`config.mk`:
```
export PLATFORM = sky130hd
export DESIGN_NAME = tdm_slot_access_unit
export DESIGN_NICKNAME = d
export VERILOG_FILES = /design/src/common/tdm_slot_access_pkg.sv /design/src/verilog/tdm_slot_access_unit.sv
export VERILOG_INCLUDE_DIRS = /design/src /design/src/common
export SDC_FILE = /design/constraint.sdc
export NUM_CORES = 1
export LEC_CHECK = 0
export ABC_CLOCK_PERIOD_IN_PS = 9980
export BUFFER_PORTS_ARGS = -buffer_cell sky130_fd_sc_hd__buf_2
export CORE_MARGIN = 3
export CORE_UTILIZATION = 46
export DETAILED_ROUTE_END_ITERATION = 12
export PLACE_DENSITY = 0.67
export SYNTH_ARGS = -nofsm -noshare
export SYNTH_HDL_FRONTEND = slang
export SYNTH_SLANG_ARGS = --single-unit
```
`constraint.sdc`:
```
create_clock -name clk -period 9.98 [get_ports clk]
set_clock_uncertainty 0.05 [all_clocks]
set_input_delay 2.994 -clock clk [delete_from_list [all_inputs] [get_ports clk]]
set_output_delay 2.994 -clock clk [all_outputs]
set_load 0.01 [all_outputs]
```
`src/common/tdm_slot_access_cfg.svh`:
```
`ifndef TDM_SLOT_ACCESS_CFG_SVH
`define TDM_SLOT_ACCESS_CFG_SVH

// Frame geometry
`define SLOT_COUNT      4'hC
`define BITS_PER_SLOT   4'h8
`define FRAME_BITS      7'h60
`define LAST_DCL        8'hBF
`define LAST_BIT_IN_SLOT 3'h7
`define TIC_SLOT        4'hB

// Bit-clock delays from end of slot to transfer interrupt
`define STI_DELAY_DU    7'h2
`define STI_DELAY_DD    7'h1
// Bit-clock lead before overflow slot by which acknowledge is due
`define ACK_LEAD_DU     7'h1
`define ACK_LEAD_DD     7'h0

// Reset values
`define RESET_DCL_CNT   8'h00
`define RESET_BYTE      8'h00

`endif

```
`src/common/tdm_slot_access_pkg.sv`:
```
package tdm_slot_access_pkg;

    // Per-register selection: lineSel 0 drives DU, 1 drives DD
    typedef struct packed {
        logic       lineSel;
        logic [3:0] slot;
    } slot_port_select_t;

    // Per-pair control
    typedef struct packed {
        logic       busMonitorEnable;
        logic       swap;
        logic [1:0] inEn;
        logic [1:0] outEn;
    } pair_control_t;

    typedef struct packed {
        logic            dclPrev;
        logic            fscPrev;
        logic [7:0]      dclCnt;
        logic [3:0][7:0] data;
        logic [3:0][7:0] shift;
        logic [3:0]      transfer_irq;
        logic [3:0]      transfer_overflow_irq;
        logic [3:0]      pend;
        logic            duOut;
        logic            duOe_n;
        logic            ddOut;
        logic            ddOe_n;
    } state_t;

endpackage

```
`src/verilog/tdm_slot_access_unit.sv`:
```
// Operation
// - Four byte registers, each with a selection choosing time slot 0 to 11.
// - Line-select bit sends the register's output byte onto DU or DD.
// - Output slot and line always come from the register's own selection.
// - Without cross-input, input uses own slot on the line opposite the output.
// - With cross-input, each pair member takes input slot/line from its partner.
// - Input and output enables per register; disabled input keeps stored byte.
// - Bus-monitor enable makes first register of a pair capture slot 11.
// - Transfer interrupt two bit clocks after slot on DU output, one on DD.
// - One bit clock equals two data clock periods.
// - Acknowledge due one or zero bit clocks before overflow slot, else overflow.
// - Both unmasked: overflow relates only to the same register's transfer.
// - Transfer masked, overflow unmasked: overflow relates to every enabled transfer.
// - Mask bits suppress the matching transfer and overflow interrupts.
// - Reading status clears all transfer and overflow flags.
// - Status holds four transfer flags and four overflow flags.
// - Data clock runs at twice the bit rate, bit clock at bit rate.
// - Bits launched on first data-clock rise, sampled on second's falling edge.
// - Any pending unmasked source pulls the active-low interrupt output.
`timescale 1ns/1ps
`default_nettype none
`include "tdm_slot_access_cfg.svh"

module tdm_slot_access_unit
    import tdm_slot_access_pkg::*;
(
    // Clock and reset
    input  wire logic                    clk,
    input  wire logic                    reset,
    // Frame timing
    input  wire logic                    dcl,
    input  wire logic                    fsc,
    // Data lines, three signals each
    input  wire logic                    duIn,
    output logic                         duOut,
    output logic                         duOe_n,
    input  wire logic                    ddIn,
    output logic                         ddOut,
    output logic                         ddOe_n,
    // Configuration
    input  wire slot_port_select_t [3:0] slotPortSelect,
    input  wire pair_control_t [1:0]     pairControl,
    input  wire logic [7:0]              transferIrqMask,
    // Host data access
    input  wire logic [3:0]              writeStrobe,
    input  wire logic [7:0]              writeData,
    output logic [3:0][7:0]              readData,
    input  wire logic [3:0]              transferAck,
    input  wire logic                    statusRead,
    output logic [7:0]                   status,
    output logic                         irq_n
);

    state_t st_r;
    state_t st_nxt;

    always_comb begin
        logic              dclRise;
        logic              dclFall;
        logic [3:0]        slotNow;
        logic [2:0]        bitInSlot;
        logic [6:0]        bitNow;
        slot_port_select_t inSel;
        logic [3:0]        inSlot;
        logic              inLine;
        logic              inBit;
        logic              inEnable;
        logic              outEnable;
        logic [6:0]        stiPos;
        logic [6:0]        ackPos;
        logic [3:0]        stiEvent;
        logic [3:0]        stovCheck;
        logic [3:0]        related;
        logic              duDrive;
        logic              ddDrive;
        logic              duBit;
        logic              ddBit;

        st_nxt    = st_r;
        dclRise   = dcl & ~st_r.dclPrev;
        dclFall   = ~dcl & st_r.dclPrev;
        slotNow   = '0;
        bitInSlot = '0;
        bitNow    = '0;
        stiEvent  = '0;
        stovCheck = '0;
        related   = '0;
        duDrive   = 1'b0;
        ddDrive   = 1'b0;
        duBit     = 1'b0;
        ddBit     = 1'b0;
        inSel     = '0;
        inSlot    = '0;
        inLine    = 1'b0;
        inBit     = 1'b0;
        inEnable  = 1'b0;
        outEnable = 1'b0;
        stiPos    = '0;
        ackPos    = '0;

        st_nxt.dclPrev = dcl;

        // Frame position in data clocks, two per bit
        if (dclRise) begin
            st_nxt.fscPrev = fsc;
            if (fsc && !st_r.fscPrev) begin
                st_nxt.dclCnt = `RESET_DCL_CNT;
            end else if (st_r.dclCnt == `LAST_DCL) begin
                st_nxt.dclCnt = `RESET_DCL_CNT;
            end else begin
                st_nxt.dclCnt = st_r.dclCnt + 8'h01;
            end
        end

        // Position of the edge being handled; a rise takes its new count
        slotNow   = st_nxt.dclCnt[7:4];
        bitInSlot = st_nxt.dclCnt[3:1];
        bitNow    = st_nxt.dclCnt[7:1];

        // Status read clears first so a same-cycle event survives
        if (statusRead) begin
            st_nxt.transfer_irq  = '0;
            st_nxt.transfer_overflow_irq = '0;
        end
        st_nxt.pend = st_r.pend & ~transferAck;

        for (int i = 0; i < 4; i++) begin
            // Input selection
            inSel    = pairControl[i / 2].swap ? slotPortSelect[i ^ 1] : slotPortSelect[i];
            inSlot   = inSel.slot;
            inLine   = ~inSel.lineSel;
            inEnable = pairControl[i / 2].inEn[i % 2];
            if ((i % 2 == 0) && pairControl[i / 2].busMonitorEnable) begin
                inSlot = `TIC_SLOT;
                inLine = slotPortSelect[i].lineSel;
            end
            inBit = inLine ? ddIn : duIn;

            // Sample on falling edge of second data clock of the bit
            if (dclFall && st_r.dclCnt[0] && inEnable && slotNow == inSlot) begin
                st_nxt.shift[i] = {st_r.shift[i][6:0], inBit};
                if (bitInSlot == `LAST_BIT_IN_SLOT) begin
                    st_nxt.data[i] = {st_r.shift[i][6:0], inBit};
                end
            end
            if (writeStrobe[i]) begin
                st_nxt.data[i] = writeData;
            end

            // Output bit for the own slot and line
            outEnable = pairControl[i / 2].outEn[i % 2];
            if (outEnable && slotNow == slotPortSelect[i].slot) begin
                if (slotPortSelect[i].lineSel) begin
                    ddDrive = 1'b1;
                    ddBit   = ddBit | st_r.data[i][`LAST_BIT_IN_SLOT - bitInSlot];
                end else begin
                    duDrive = 1'b1;
                    duBit   = duBit | st_r.data[i][`LAST_BIT_IN_SLOT - bitInSlot];
                end
            end

            // Interrupt positions, in bits within the frame
            stiPos = 7'((({3'h0, slotPortSelect[i].slot} + 7'h01) * {3'h0, `BITS_PER_SLOT}
                     + (slotPortSelect[i].lineSel ? `STI_DELAY_DD : `STI_DELAY_DU)) % `FRAME_BITS);
            // Eight-bit sum: slot offset plus a whole frame overflows seven bits
            ackPos = 7'(({4'h0, slotPortSelect[i].slot} * {4'h0, `BITS_PER_SLOT} + {1'b0, `FRAME_BITS}
                     - {1'b0, (slotPortSelect[i].lineSel ? `ACK_LEAD_DD : `ACK_LEAD_DU)})
                     % {1'b0, `FRAME_BITS});
            if (dclRise && !st_nxt.dclCnt[0]) begin
                stiEvent[i]  = (bitNow == stiPos);
                stovCheck[i] = (bitNow == ackPos);
            end
        end

        // Overflow checks use pending transfers still unacknowledged
        for (int j = 0; j < 4; j++) begin
            if (stovCheck[j] && !transferIrqMask[4 + j]) begin
                related = transferIrqMask[j] ? st_nxt.pend : (st_nxt.pend & (4'h1 << j));
                if (|related) begin
                    st_nxt.transfer_overflow_irq[j] = 1'b1;
                    st_nxt.pend    = st_nxt.pend & ~related;
                end
            end
        end

        // Transfer events; set wins over acknowledge and status clear
        for (int k = 0; k < 4; k++) begin
            if (stiEvent[k] && !transferIrqMask[k]) begin
                st_nxt.transfer_irq[k]  = 1'b1;
                st_nxt.pend[k] = 1'b1;
            end
        end

        // Launch on rising edge of first data clock of each bit
        if (dclRise && !st_nxt.dclCnt[0]) begin
            st_nxt.duOut  = duBit;
            st_nxt.duOe_n = ~duDrive;
            st_nxt.ddOut  = ddBit;
            st_nxt.ddOe_n = ~ddDrive;
        end
    end

    always_ff @(posedge clk) begin
        if (reset) begin
            st_r        <= '0;
            st_r.duOe_n <= 1'b1;
            st_r.ddOe_n <= 1'b1;
        end else begin
            st_r <= st_nxt;
        end
    end

    assign duOut    = st_r.duOut;
    assign duOe_n   = st_r.duOe_n;
    assign ddOut    = st_r.ddOut;
    assign ddOe_n   = st_r.ddOe_n;
    assign readData = st_r.data;
    assign status   = {st_r.transfer_overflow_irq, st_r.transfer_irq};
    assign irq_n    = ~(|st_r.transfer_irq | |st_r.transfer_overflow_irq);

endmodule
`default_nettype wire

```
==> key figures <==
Critical path
  – CP endpoint kind: register
  – R2R Path Start: st_r[80]$_SDFF_PP0_
  – Critical path origin: dcl
  – Worst r2r dst: readData[24]$_SDFFE_PP0P_
  – Worst Path Required: roughly 10000 ps
  – CP arrival: about 6500 ps
  – Reg2Reg Setup Slack: 5940 ps
  – Largest fanout on the critical path: 16
  – WS Path Type: in2reg
  – R2r worst-path depth: 10
  – Critical Path Start Type: input port

Routing
  – Drt total wl: 20300 µm
  – DR WL/cell: roughly 17 µm
  – DRT iter0 DRCs: between 400 and 500
  – 1st-pass router iterations: 5
  – Via count: about 6.7k
  – Final ANT Viol Nets: 0
  – DR DRC count: 0
  – Vias per std cell: around 5.7

Layout
  – N_diodes: 0
  – Layout cell share with drive strength beyond 1: ~15%
  – P&R area growth vs syn: 8.53%
  – Nets: slightly above 1k
  – Finished Cell Area: around 0.008 mm²
  – # fillers: between 1.5k and 2k
  – Cell Count, Final, Fillers Out: between 1k and 1.5k

Global route
  – Gr busiest metal: met2
  – Initial antenna violation count: 1
  – Largest net degree at the start of global routing: between 80 and 90
  – Met1 usage: between 30% and 40%
  – First-pass GRT wire length: between 30000 and 40000 µm
  – Met2 usage: between 30% and 40%
  – Vias in the first global route: about 5.9k
  – GR Util met3: around 4.0%
  – Grt total ovfl: 0
  – Gr usage total: about a quarter

Timing
  – Final period util: 63.4%
  – Fin. Hold Viols: 0
  – Max Slew Vio Count: 0
  – Slew headroom: a little under a fifth
  – Worst-margin pin slew: ~1200 ps
  – Max Freq: 158 MHz
  – Setup Viol. Count Final: 0
  – RSZ-0062 raised after global routing: no
  – Period minus WS final: 6330 ps
  – TNS Setup: 0 ps

Pwr
  – Pwr dens: about 120 mW/mm²
  – Worst vdd ir: roughly 0.11 mV
  – Leak: 3.24 nW

Placed design
  – DP HPWL: approximately 15000 µm
  – Final GP Congestion: 0.921
  – Placed Cells: 1142
  – I/O Buffers: 107
  – DP Area: about 0.0075 mm²

Logic synthesis
  – Library cells used by synthesis: 76
  – #FFs+latches synth: 86
  – Synth top area cells: dfxtp_1 (24%), mux2i_1 (12%), nor2_1 (6.1%), xnor2_1 (5.9%), ha_1 (5.1%)
  – Main flop type after synthesis: dfxtp_1
  – Most frequent cell after synthesis: nor2_1
  – Netlist Area Pre-Place: 0.00718 mm²
  – Cell taking the most area after synthesis: dfxtp_1
  – Synth Net Count: 1005
  – Mapped Cells: around 910
  – Synth async-reset ratio: 0%
  – Post-synthesis sequential area ratio: approximately a quarter
  – Post-synth EDFFs: 0
  – Top cells by count, synth: nor2_1 (116), dfxtp_1 (86), mux2i_1 (84), a21oi_1 (69), nand2_1 (53)
  – Mean area per synthesized cell: between 7 and 8 µm²
  – Yosys top cell area share: about a quarter
  – Yosys warnings: 0

Min path
  – Worst min path class: reg2reg
  – Hold Crit Endpoint: st_r[88]$_SDFFE_PP0P_
  – Hold depth: 2
  – Hold Startpoint: st_r[88]$_SDFFE_PP0P_

Clocking
  – Worst skew pair latency: around 350 ps
  – # hold bufs at CTS: 0
  – H-tree Lvls: 3
  – # resized after CTS: 0
  – Root Buffer: clkbuf_16
  – Setup bufs post-CTS: 0
  – Clk slew on worst S/H paths: around 60 ps
  – Bufs on Longest Clock Path: 2
  – CTS buffer count: 9
  – TritonCTS clock tree: done
  – Clock sink total: 86

Die
  – Core Region: roughly 0.015 mm²
  – Initial core utilization: 47.0%
  – Die Wd: between 100 and 150 µm
  – # IOs: about 110
  – DIE HEIGHT: between 100 and 150 µm
  – Total Die Area: ~0.017 mm²
  – Num rows: 45

Job
  – MaxCap Viol Count: 0

Status
  – Outcome: complete, no violations
## state kept, by name, indices dropped and copies added (netlist names)
| signal | count |
|---|---|
| duOut | 1 |
| ddOut | 1 |
| ddOe_n | 1 |
| readData | 32 |
| duOe_n | 1 |
| status | 8 |
| st_r | 42 |
## area by class of cell
cell class	instances	area (µm²)	area share, %
multi-input cells	708	4830	62.1
flip-flops and latches	86	1720	22.1
repair buffers	110	558	7.16
well taps	211	264	3.39
clock buffers	11	253	3.24
inverters	27	101	1.30
clock inverters	5	57.6	0.739
## metrics by stage
stage | total power, mW | utilization, % | hold WS [ps] | setup slack [ps]
2_1_floorplan | 0.517 | - | 395 | 4010
3_3_place_gp | 0.567 | 49.0 | 403 | 3440
3_5_place_dp | 0.568 | 49.0 | 412 | 3400
4_1_cts | 0.915 | 51.0 | 420 | 3750
5_1_grt | 0.952 | 51.0 | 432 | 3300
6_report | 0.911 | 51.0 | 414 | 3650
## kinds of logic after synthesis
kind of cell | share of synthesized area, %
compound gates | 19.6
xor+xnor | 7.64
fa+ha+maj | 5.20
buf+inv | 8.66
flops | 24.0
mux | 12.8
simple gates | 22.1
## cells in the final DEF (no fill, tap or decap), drive strengths merged, types with 5 or more instances in the layout
| cell | count |
|---|---|
| inv | 27 |
| nor3b | 8 |
| a21o | 9 |
| a21oi | 69 |
| mux2 | 7 |
| dfxtp | 86 |
| nand2 | 53 |
| mux2i | 84 |
| xnor2 | 48 |
| nor3 | 36 |
| nand2b | 15 |
| nor2 | 116 |
| clkbuf | 11 |
| nor2b | 22 |
| o21a | 8 |
| or3 | 8 |
| nand3 | 21 |
| o221ai | 5 |
| a211oi | 41 |
| o21ai | 27 |
| o22ai | 7 |
| xor2 | 12 |
| buf | 110 |
| nor4 | 7 |
| ha | 29 |
## worst max-delay path: stages
cell and delay [ps]:
buf_2 120, nand4b_1 200, or3_1 440, mux2i_1 150, nor2_1 940, xnor2_1 250, nor3_4 140, a21oi_1 880
nor3_1 140, a21oi_1 160, nor2_1 50
## how the worst max path moves through the flow
| stage | end | slack, ps | cells after the start |
|---|---|---|---|
| after floorplan | status[7]$_SDFF_PP0_ | 4010 | 13 |
| after global placement | readData[24]$_SDFFE_PP0P_ | 3440 | 11 |
| after detailed placement | status[7]$_SDFF_PP0_ | 3400 | 11 |
| after CTS | readData[8]$_SDFFE_PP0P_ | 3750 | 11 |
| after global routing | readData[24]$_SDFFE_PP0P_ | 3300 | 11 |
| final | readData[24]$_SDFFE_PP0P_ | 3650 | 11 |
## where the power goes
group / internal [mW] / switching (mW)
sequential: 0.352 / 0.00741
combinational: 0.0827 / 0.121
clock: 0.208 / 0.140
## routing by layer
layer / up-vias / share of wire (%)
li1: 3286 / -
met1: 3120 / 46
met2: 208 / 46
met3: 37 / 5.7
met4: 2 / 2.1
met5: - / 0.059
Power figures use the tool's default switching activity.
